File: config.mk
export PLATFORM = sky130hd
export DESIGN_NAME = pioc_port_irq
export DESIGN_NICKNAME = d
export VERILOG_FILES = /design/src/hdl/pioc_pkg.sv /design/src/hdl/pioc_port_irq.sv
export SDC_FILE = /design/constraint.sdc
export NUM_CORES = 1
export LEC_CHECK = 0
export CORE_AREA = 2 2 140 142
export DETAILED_ROUTE_END_ITERATION = 6
export DIE_AREA = 0 0 142 144
export DONT_BUFFER_PORTS = 1
export SLEW_MARGIN = 5
export SYNTH_ARGS = -nofsm -noshare
export SYNTH_HDL_FRONTEND = slang
export SYNTH_SLANG_ARGS = --single-unit
File: constraint.sdc
create_clock -name i_ref_clk -period 4.05 [get_ports i_ref_clk]
set_input_delay 0.6075 -clock i_ref_clk [delete_from_list [all_inputs] [get_ports i_ref_clk]]
set_output_delay 0.6075 -clock i_ref_clk [all_outputs]
set_load 0.01 [all_outputs]
File: src/hdl/pioc_pkg.sv
// register map, field positions and reset values for the port and interrupt-on-change block
package pioc_pkg;
  localparam int PIOC_W = 8;
  // register offsets
  localparam logic [7:0] PIOC_ADDR_DIR = 8'h00;
  localparam logic [7:0] PIOC_ADDR_IRQ_EN = 8'h02;
  localparam logic [7:0] PIOC_ADDR_DEFAULT = 8'h03;
  localparam logic [7:0] PIOC_ADDR_CMP_MODE = 8'h04;
  localparam logic [7:0] PIOC_ADDR_CONFIG = 8'h05;
  localparam logic [7:0] PIOC_ADDR_FLAGS = 8'h07;
  localparam logic [7:0] PIOC_ADDR_CAPTURE = 8'h08;
  localparam logic [7:0] PIOC_ADDR_PORT = 8'h09;
  localparam logic [7:0] PIOC_ADDR_LATCH = 8'h0a;
  // device_config field positions
  localparam int PIOC_CFG_POL_BIT = 1;
  localparam int PIOC_CFG_OD_BIT = 2;
  localparam logic [7:0] PIOC_CFG_MASK = 8'h06;
  // reset values
  localparam logic [7:0] PIOC_RST_DIR = 8'hff;
  localparam logic [7:0] PIOC_RST_ZERO = 8'h00;
endpackage : pioc_pkg

File: src/hdl/pioc_port_irq.sv
// 8-bit port with output latch and interrupt-on-change logic
//
// Overview of operation
// - flag set only for enabled pin causing condition
// - flag one while pending, zero otherwise, reset zero
// - capture loads pin levels only at interrupt
// - capture holds until capture or port read
// - port read returns current pin levels
// - port write stores into output latch
// - latch read returns latch, not pins
// - latch drives only pins set as outputs
// - only input pins can raise interrupts
// - enable register selects participating input pins
// - compare mode picks default or previous value
// - interrupt held until qualifying read, writes ignored
// - first event captures, later ones wait clear
// - previous mode: toggle fires, new level references
// - default mode: mismatch persists regardless of reads
// - interrupt pin asserted while interrupt pending
// - mode bit one compares default, zero previous
// - open drain ignores polarity, else push-pull polarity
// - flags show further pins while pending
// - flag register writes are ignored
module pioc_port_irq (
  // clock and reset
  input wire logic i_ref_clk,
  input wire logic i_rst,
  // register access port
  input wire logic [7:0] i_reg_addr,
  input wire logic i_reg_wr,
  input wire logic i_reg_rd,
  input wire logic [pioc_pkg::PIOC_W-1:0] i_reg_wdata,
  output logic [pioc_pkg::PIOC_W-1:0] o_reg_rdata,
  // port pins
  input wire logic [pioc_pkg::PIOC_W-1:0] i_pin_in,
  output logic [pioc_pkg::PIOC_W-1:0] o_pin_out,
  output logic [pioc_pkg::PIOC_W-1:0] o_pin_oe,
  // interrupt pin
  output logic o_irq_out,
  output logic o_irq_oe
);
  import pioc_pkg::*;

  logic [PIOC_W-1:0] sync1_reg, sync2_reg, sync3_reg, pin_level_reg;
  logic [PIOC_W-1:0] dir_reg, irq_enable_reg, default_value_reg, compare_mode_reg;
  logic [PIOC_W-1:0] config_reg, output_latch_reg, irq_flags_reg, irq_capture_reg;
  logic [PIOC_W-1:0] prev_level_reg, detect;
  logic pending_reg, clear_read, raise;

  // ************************************************************
  // pin input synchroniser
  // ************************************************************
  // three stages; the level only moves once stages two and three agree
  always_ff @(posedge i_ref_clk or posedge i_rst) begin
    if (i_rst) begin
      sync1_reg <= PIOC_RST_ZERO;
      sync2_reg <= PIOC_RST_ZERO;
      sync3_reg <= PIOC_RST_ZERO;
      pin_level_reg <= PIOC_RST_ZERO;
    end else begin
      sync1_reg <= i_pin_in;
      sync2_reg <= sync1_reg;
      sync3_reg <= sync2_reg;
      pin_level_reg <= (sync2_reg & sync3_reg) | (pin_level_reg & (sync2_reg ^ sync3_reg));
    end
  end

  // ************************************************************
  // configuration and latch registers
  // ************************************************************
  always_ff @(posedge i_ref_clk or posedge i_rst) begin
    if (i_rst) begin
      dir_reg <= PIOC_RST_DIR;
      irq_enable_reg <= PIOC_RST_ZERO;
      default_value_reg <= PIOC_RST_ZERO;
      compare_mode_reg <= PIOC_RST_ZERO;
      config_reg <= PIOC_RST_ZERO;
      output_latch_reg <= PIOC_RST_ZERO;
    end else if (i_reg_wr) begin
      // flags and capture have no write path at all
      case (i_reg_addr)
        PIOC_ADDR_DIR: dir_reg <= i_reg_wdata;
        PIOC_ADDR_IRQ_EN: irq_enable_reg <= i_reg_wdata;
        PIOC_ADDR_DEFAULT: default_value_reg <= i_reg_wdata;
        PIOC_ADDR_CMP_MODE: compare_mode_reg <= i_reg_wdata;
        PIOC_ADDR_CONFIG: config_reg <= i_reg_wdata & PIOC_CFG_MASK;
        PIOC_ADDR_PORT: output_latch_reg <= i_reg_wdata;
        PIOC_ADDR_LATCH: output_latch_reg <= i_reg_wdata;
        default: ;
      endcase
    end
  end

  // ************************************************************
  // read data
  // ************************************************************
  // registered; the clear from this same read lands on the same edge,
  // so the returned data is the value from before the clear
  always_ff @(posedge i_ref_clk or posedge i_rst) begin
    if (i_rst) begin
      o_reg_rdata <= PIOC_RST_ZERO;
    end else if (i_reg_rd) begin
      case (i_reg_addr)
        PIOC_ADDR_DIR: o_reg_rdata <= dir_reg;
        PIOC_ADDR_IRQ_EN: o_reg_rdata <= irq_enable_reg;
        PIOC_ADDR_DEFAULT: o_reg_rdata <= default_value_reg;
        PIOC_ADDR_CMP_MODE: o_reg_rdata <= compare_mode_reg;
        PIOC_ADDR_CONFIG: o_reg_rdata <= config_reg;
        PIOC_ADDR_FLAGS: o_reg_rdata <= irq_flags_reg;
        PIOC_ADDR_CAPTURE: o_reg_rdata <= irq_capture_reg;
        PIOC_ADDR_PORT: o_reg_rdata <= pin_level_reg;
        PIOC_ADDR_LATCH: o_reg_rdata <= output_latch_reg;
        default: o_reg_rdata <= PIOC_RST_ZERO;
      endcase
    end
  end

  // ************************************************************
  // interrupt detection
  // ************************************************************
  // only reads clear; a write to capture or port leaves the interrupt alone
  assign clear_read = i_reg_rd && (i_reg_addr == PIOC_ADDR_CAPTURE ||
                                   i_reg_addr == PIOC_ADDR_PORT);
  // per pin condition: enabled input, against default or previous level
  generate
    for (genvar i = 0; i < PIOC_W; i++) begin : g_detect
      assign detect[i] = irq_enable_reg[i] && dir_reg[i] &&
        (compare_mode_reg[i] ? (pin_level_reg[i] != default_value_reg[i])
                             : (pin_level_reg[i] != prev_level_reg[i]));
    end
  endgenerate
  // a new interrupt only when none is pending or this cycle clears it
  assign raise = (|detect) && (!pending_reg || clear_read);

  // previous-level reference follows the pin, so a toggle fires once
  always_ff @(posedge i_ref_clk or posedge i_rst) begin
    if (i_rst) begin
      prev_level_reg <= PIOC_RST_ZERO;
    end else begin
      prev_level_reg <= pin_level_reg;
    end
  end

  // pending state; a fresh event in the clear cycle wins over the clear
  always_ff @(posedge i_ref_clk or posedge i_rst) begin
    if (i_rst) begin
      pending_reg <= 1'b0;
    end else if (raise) begin
      pending_reg <= 1'b1;
    end else if (clear_read) begin
      pending_reg <= 1'b0;
    end
  end

  // flags gather every pin with a condition, even while pending
  always_ff @(posedge i_ref_clk or posedge i_rst) begin
    if (i_rst) begin
      irq_flags_reg <= PIOC_RST_ZERO;
    end else if (clear_read) begin
      irq_flags_reg <= detect;
    end else begin
      irq_flags_reg <= irq_flags_reg | detect;
    end
  end

  // capture only on the first event; holds until a qualifying read
  always_ff @(posedge i_ref_clk or posedge i_rst) begin
    if (i_rst) begin
      irq_capture_reg <= PIOC_RST_ZERO;
    end else if (raise) begin
      irq_capture_reg <= pin_level_reg;
    end
  end

  // ************************************************************
  // pin drivers
  // ************************************************************
  // direction bit one is input, so the latch drives only outputs
  always_ff @(posedge i_ref_clk or posedge i_rst) begin
    if (i_rst) begin
      o_pin_out <= PIOC_RST_ZERO;
      o_pin_oe <= PIOC_RST_ZERO;
    end else begin
      o_pin_out <= output_latch_reg;
      o_pin_oe <= ~dir_reg;
    end
  end

  // open drain pulls low only while pending; push-pull follows polarity
  always_ff @(posedge i_ref_clk or posedge i_rst) begin
    if (i_rst) begin
      o_irq_out <= 1'b1;
      o_irq_oe <= 1'b1;
    end else if (config_reg[PIOC_CFG_OD_BIT]) begin
      o_irq_out <= 1'b0;
      o_irq_oe <= pending_reg;
    end else begin
      o_irq_out <= config_reg[PIOC_CFG_POL_BIT] ? pending_reg : !pending_reg;
      o_irq_oe <= 1'b1;
    end
  end

  // ************************************************************
  // assertions
  // ************************************************************
  // second, vector-wide statement of the pin conditions, kept apart from the generate loop
  logic [PIOC_W-1:0] chk_default, chk_prev;
  assign chk_default = irq_enable_reg & dir_reg & compare_mode_reg &
    (pin_level_reg ^ default_value_reg);
  assign chk_prev = irq_enable_reg & dir_reg & ~compare_mode_reg &
    (pin_level_reg ^ prev_level_reg);
endmodule // pioc_port_irq

==> results of run 1 <==
how the worst max path moves through the flow:
stage	start	to	slack [ns]	cells after the start
after floorplan	i_rst	compare_mode_reg[0]	0.13	1
after global placement	i_reg_addr[3]	irq_capture_reg[2]	1.53	5
after detailed placement	i_reg_addr[3]	irq_capture_reg[4]	1.44	5
after CTS	i_reg_addr[3]	irq_capture_reg[4]	1.88	5
after global routing	i_reg_addr[3]	irq_capture_reg[1]	1.74	5
final	i_reg_addr[3]	irq_capture_reg[4]	1.84	5
cells by family after synthesis:
group | Yosys count
DFF | 125
muxes | 80
AOI/OAI and AO/OA | 69
and+or+nand+nor | 60
buffers and inverters | 30
adders and majority gates | 8
xor gates and xnor gates | 1
per-layer routing:
| layer | share of wire, % | global-route usage [%] | vias up |
|---|---|---|---|
| met5 | 0 | 0 | - |
| met4 | 2.9 | 7.16 | 0 |
| met3 | 7.5 | 4.67 | 28 |
| met2 | 49 | 20.0 | 113 |
| met1 | 41 | 15.2 | 1651 |
| li1 | - | - | 1389 |
through the flow:
stage	power (mW)	cells
floorplan	1.51	373
global placement	1.54	601
detailed placement	1.55	601
CTS	3.12	633
global route	3.19	633
finish	3.08	633
power by group:
group | internal [mW] | leakage [nW] | switching, mW
logic | 0.0663 | 0.876 | 0.0661
registers | 1.33 | 1.57 | 0.0661
clock network | 0.999 | 0.286 | 0.552
cell type report:
class                           instances  area, sq um  share of cell area (%)
Clock inverter                         10          140                    2.32
Timing Repair Buffer                    3         22.5                   0.372
Multi-Input combinational cell        218         1920                    31.7
Clock buffer                           22          464                    7.67
Inverter                               17         68.8                    1.14
Sequential cell                       125         3140                    51.9
Tap cell                              238          298                    4.92
cell usage after synthesis (4+ instances only):
| master | count |
|---|---|
| a21o_1 | 16 |
| a22oi_1 | 19 |
| clkbuf_1 | 7 |
| dfrtp_1 | 115 |
| dfstp_2 | 10 |
| ha_1 | 8 |
| inv_1 | 17 |
| mux2_2 | 46 |
| mux2_4 | 8 |
| mux2i_1 | 23 |
| nand2_1 | 7 |
| nand3_1 | 13 |
| nand3b_1 | 8 |
| nor2_1 | 4 |
| nor2b_1 | 6 |
| o21ai_0 | 9 |
| o22ai_1 | 11 |
worst max-delay path, stage by stage:
cell and delay (ns):
nor2b_1 0.54, nand4b_2 0.40, nand2_1 0.20, a21boi_4 0.38, mux2_2 0.38
==> flow_summary_export.csv, run 1 <==
group,metric,value,unit
status,outcome,"finished clean",
setup_path,worstRegToRegCells,5,
global_routing,grt-ovfl-total,0,
die,io_pins,54,
setup_path,cp-end-kind,"flop",
final_layout,layout_commonest_cell,"dfrtp_1",
clocking,worst_setup_hold_path_clk_slew,0.06,ns
power_and_ir_drop,powerDensity,508,nW/um^2
final_layout,syn_to_final_growth,16.5,%
clocking,clkSinkCount,125,
detailed_routing,dr.first_iter.drc_count,163,
clocking,cts_setup_buffers,0,
setup_path,r2r_end,"irq_capture_reg[4]",
final_layout,nFillCells,1862,
synthesis,synth_edf_count,0,
synthesis,ys_types,44,
clocking,cts_tree,"built",
setup_path,worst-path-max-fanout,17,
synthesis,synth_xor_area_share,0.169,%
placement,dp_slack,1.44,ns
synthesis,seq_area_frac_synth,60.5,%
sta,clock-skew-final,0.00725,ns
final_layout,finalInstanceArea,6050,sq um
sta,hold_violations,0,
global_routing,antenna_found_initial,0,
placement,portBuffers,0,
clocking,numCtsBuffers,17,
min_path,min_path_type,"input pin to asynchronous set/reset pin",
power_and_ir_drop,irDropWorstVdd,0.281,mV
synthesis,syn_nets,409,
sta,slew_headroom,39.7,%
setup_path,r2r_slack,2.03,ns
sta,finalCriticalPeriod,2.21,ns
detailed_routing,finalWirelength,12.2,mm
die,die_y,144,microns
power_and_ir_drop,p_leak,2.73,nW
clocking,cts_htree_levels,4,
die,start_util,27.2,%
synthesis,ys_ff_latch,125,
setup_path,cp_data_arrival_time,2.52,ns
placement,gp_congestion,0.819,
synthesis,yosys.area.top_type,"dfrtp_1",
setup_path,startpoint_type,"input pin",
sta,rsz0062_at_grt,"false",
clocking,cts_resized,0,
detailed_routing,vias_per_cell,5.03,
die,coreArea,19100,sq um
final_layout,final_cell_mix,"dfrtp_1, mux2_2, mux2i_1",
final_layout,drive_gt1_share,27.3,%
synthesis,ys.flop_type,"dfrtp_1",
synthesis,synth_top_family_by_area,"multiplexers",
placement,dp.final_hpwl,8.35,mm
synthesis,synthMuxAreaShare,17.4,%
global_routing,grt_usage,12.7,%
detailed_routing,drc,0,
setup_path,required,4.35,ns
sta,setup_tns,0,ns
sta,drv_slew,0,
detailed_routing,drt-wirelength-per-cell,19.3,microns
synthesis,ys_async_sr_fraction,100,%
sta,setup_viol,0,
synthesis,yosys.area_share.simple,7.83,%
final_layout,n_antenna_cell,0,
setup_path,r2r_start,"compare_mode_reg[0]",
synthesis,synth_area,5190,sq um
detailed_routing,drt_pass1_iterations,5,
die,die_x,142,microns
synthesis,synth_area_leaders,"dfrtp_1, mux2_2, dfstp_2",
sta,fin_hold_ws,0.210,ns
job,maxCapViolCount,0,
die,rows,51,
synthesis,post-synth-top-area-fraction,55.4,%
clocking,hold_buffers,0,
synthesis,synthCells,373,
detailed_routing,antenna_left,0,
global_routing,grt_first_pass_wirelength,19.2,mm
sta,finalCritPeriodShare,54.6,%
final_layout,fin_nets,418,
synthesis,synthAdderAreaFrac,1.93,%
global_routing,grt_max_degree,100,
placement,place_area,5450,sq um
clocking,insertion_delay,0.42,ns
setup_path,criticalPathCategory,"input pin to flop",
synthesis,yosysWarningCount,0,
synthesis,synth_compound_area_share,9.61,%
clocking,cts.path.max_buffers,2,
sta,finalWorstSetupSlack,1.84,ns
sta,clock.fmax,452,MHz
final_layout,fin_util,31.7,%
synthesis,syn_avg_cell_area,13.9,sq um
die,die-area,20400,sq um
detailed_routing,vias,3181,
global_routing,grt_pass1_vias,3412,
sta,tightest_slew,0.905,ns
clocking,root_buffer,"clkbuf_16",
No activity file was read; power rests on OpenSTA's default activity.
==> run 2, diff against run 1 <==
clock period = 2.2 ns   (was 4.05 ns; I/O delays follow)
==> run 2 against run 1 <==
Compared with the run above: clock power is 79% higher; combinational power rose by 100%; utilization is 0.79 points higher; sequential cell count unchanged; critical path depth unchanged; final cell count grew 2.8%; critical endpoint unchanged; largest cell class unchanged; routed wire length barely moved; worst setup slack got worse by 1.6 ns; register-to-register slack got worse by 1.8 ns.
==> flow_summary_export.csv, run 2 (synthesis results as in run 1) <==
group,metric,value,unit
status,outcome,"finished clean",
power_and_ir_drop,internal_power,4.38,mW
clocking,cts_setup_buffers,0,
detailed_routing,vias_per_cell,4.94,
setup_path,required,2.50,ns
setup_path,cp-end-kind,"flop",
power_and_ir_drop,powerDensity,902,nW/um^2
power_and_ir_drop,p_clk_share,49.5,%
sta,finalCriticalPeriod,2.01,ns
setup_path,cp_data_arrival_time,2.31,ns
setup_path,worst-path-max-fanout,8,
setup_path,criticalPathCategory,"flop to flop",
sta,setup_viol,0,
final_layout,fin_nets,437,
setup_path,crit_slowest_cell,"mux2i_1",
sta,setup_tns,0,ns
setup_path,cpPeakStageDelay,0.43,ns
sta,drv_slew,0,
power_and_ir_drop,comb_power_share,4.7,%
final_layout,finalInstanceArea,6200,sq um
die,coreArea,19100,sq um
power_and_ir_drop,p_leak,2.81,nW
final_layout,n_antenna_cell,0,
power_and_ir_drop,irDropWorstVdd,0.470,mV
setup_path,critPathMostFrequentCell,"mux2i_1",
global_routing,grt_max_degree,126,
sta,clock.fmax,498,MHz
placement,dp.final_hpwl,8.08,mm
final_layout,nFillCells,1839,
sta,hold_violations,0,
final_layout,drive_gt1_share,27.6,%
placement,place_area,5530,sq um
power_and_ir_drop,switchingPower,1.22,mW
detailed_routing,dr.first_iter.drc_count,182,
clocking,cts_tree,"built",
clocking,insertion_delay,0.42,ns
die,start_util,27.2,%
sta,clock-skew-final,0.00720,ns
power_and_ir_drop,seqPwrFrac,45.8,%
placement,portBuffers,0,
final_layout,layout_commonest_cell,"dfrtp_1",
sta,rsz0062_at_grt,"false",
min_path,hold_depth,1,
die,io_pins,54,
global_routing,grt_usage,13.0,%
global_routing,grt-ovfl-total,0,
global_routing,grt_pass1_vias,3394,
global_routing,antenna_found_initial,0,
clocking,cts.path.max_buffers,2,
min_path,min_path_type,"input pin to flop",
detailed_routing,drc,0,
power_and_ir_drop,finalPower,5.59,mW
setup_path,startpoint_type,"flop",
setup_path,worstRegToRegCells,5,
clocking,clkSinkCount,125,
final_layout,syn_to_final_growth,19.4,%
die,rows,51,
sta,tightest_slew,0.680,ns
sta,finalCritPeriodShare,91.2,%
setup_path,worstPathCellList,"mux2i_1 > mux2i_1 > nor4_2 > a21boi_4 > mux2_2",
detailed_routing,drt_pass1_iterations,4,
detailed_routing,drt-wirelength-per-cell,18.7,microns
sta,slew_headroom,54.6,%
detailed_routing,finalWirelength,12.2,mm
detailed_routing,antenna_left,0,
clocking,cts_htree_levels,4,
job,maxCapViolCount,0,
detailed_routing,vias,3216,
die,die_y,144,microns
die,die-area,20400,sq um
clocking,worst_setup_hold_path_clk_slew,0.05,ns
clocking,numCtsBuffers,17,
die,die_x,142,microns
final_layout,final_cell_mix,"dfrtp_1, mux2_2, mux2i_1",
global_routing,grt_first_pass_wirelength,19.9,mm
power_and_ir_drop,switching_share,21.7,%
placement,gp_congestion,0.846,
clocking,root_buffer,"clkbuf_16",
-- run 2: cell count changes in the layout (fill, tap and decap cells not counted), sizes merged --
cell         before  now
inv              17   16
clkbuf           22   23
clkinvlp          3    2
buf               3   12
dlygate4sd3       0   10
-- run 2: critical path: cells and delay by family, from the launching register on --
family,cells,cell delay (ns)
AO/OA/AOI/OAI,1,0.33
AND/OR/NAND/NOR,1,0.12
flip-flops,1,0.40
multiplexers,3,1.05
-- run 2: timing repair --
action | 4_1_cts | 5_1_grt
hold buffers | 9 | 1
hold endpoints to repair | 9 | 2
gates resized for setup | 0 | 0
-- run 2: metal layers --
| layer | track usage (%) | wire (microns) |
|---|---|---|
| met1 | 16.0 | 5200 |
| met2 | 20.3 | 5850 |
| met3 | 4.80 | 781 |
| met4 | 6.37 | 369 |
| met5 | 0 | 0 |
-- run 2: final cells by class --
cell class	instances	area [sq um]	share of cell area, %
clock buffer	23	458	7.38
clock inverter	8	118	1.90
inverter	17	67.6	1.09
multi-input combinational	218	1920	30.9
sequential	125	3140	50.6
tap	238	298	4.80
timing repair buffer	22	203	3.27
-- run 2: stage by stage --
stage / util, % / cells / setup WS, ns / hold slack, ns
6_report: 32.5 / 651 / 0.194 / 0.0215
5_1_grt: 32.5 / 651 / 0.0999 / 0.00353
4_1_cts: 32.4 / 650 / 0.183 / 0.000378
3_5_place_dp: 29.0 / 610 / 0.140 / 0.335
3_3_place_gp: 29.0 / 610 / 0.154 / 0.333
2_1_floorplan: - / 373 / 0.339 / 0.331
-- run 2: power groups by stage --
stage          clock [mW]  sequential (mW)  combinational (mW)
5_1_grt              2.93             2.58               0.300
4_1_cts              2.83             2.56               0.270
6_report             2.77             2.56               0.265
2_1_floorplan           0             2.56               0.228
3_3_place_gp            0             2.60               0.247
3_5_place_dp            0             2.60               0.255
-- run 2: worst paths after layout --
check | endpoint | start | slack (ns)
worst max-delay path | irq_capture_reg[4] | compare_mode_reg[7] | 0.19
worst min-delay path | o_reg_rdata[4] | i_reg_rd | 0.02
worst max register to register | irq_capture_reg[4] | compare_mode_reg[7] | 0.19
worst min register to register | sync2_reg[4] | sync1_reg[4] | 0.34
max in group asynchronous | default_value_reg[6] | i_rst | 1.10
min in group asynchronous | sync1_reg[3] | i_rst | 0.57
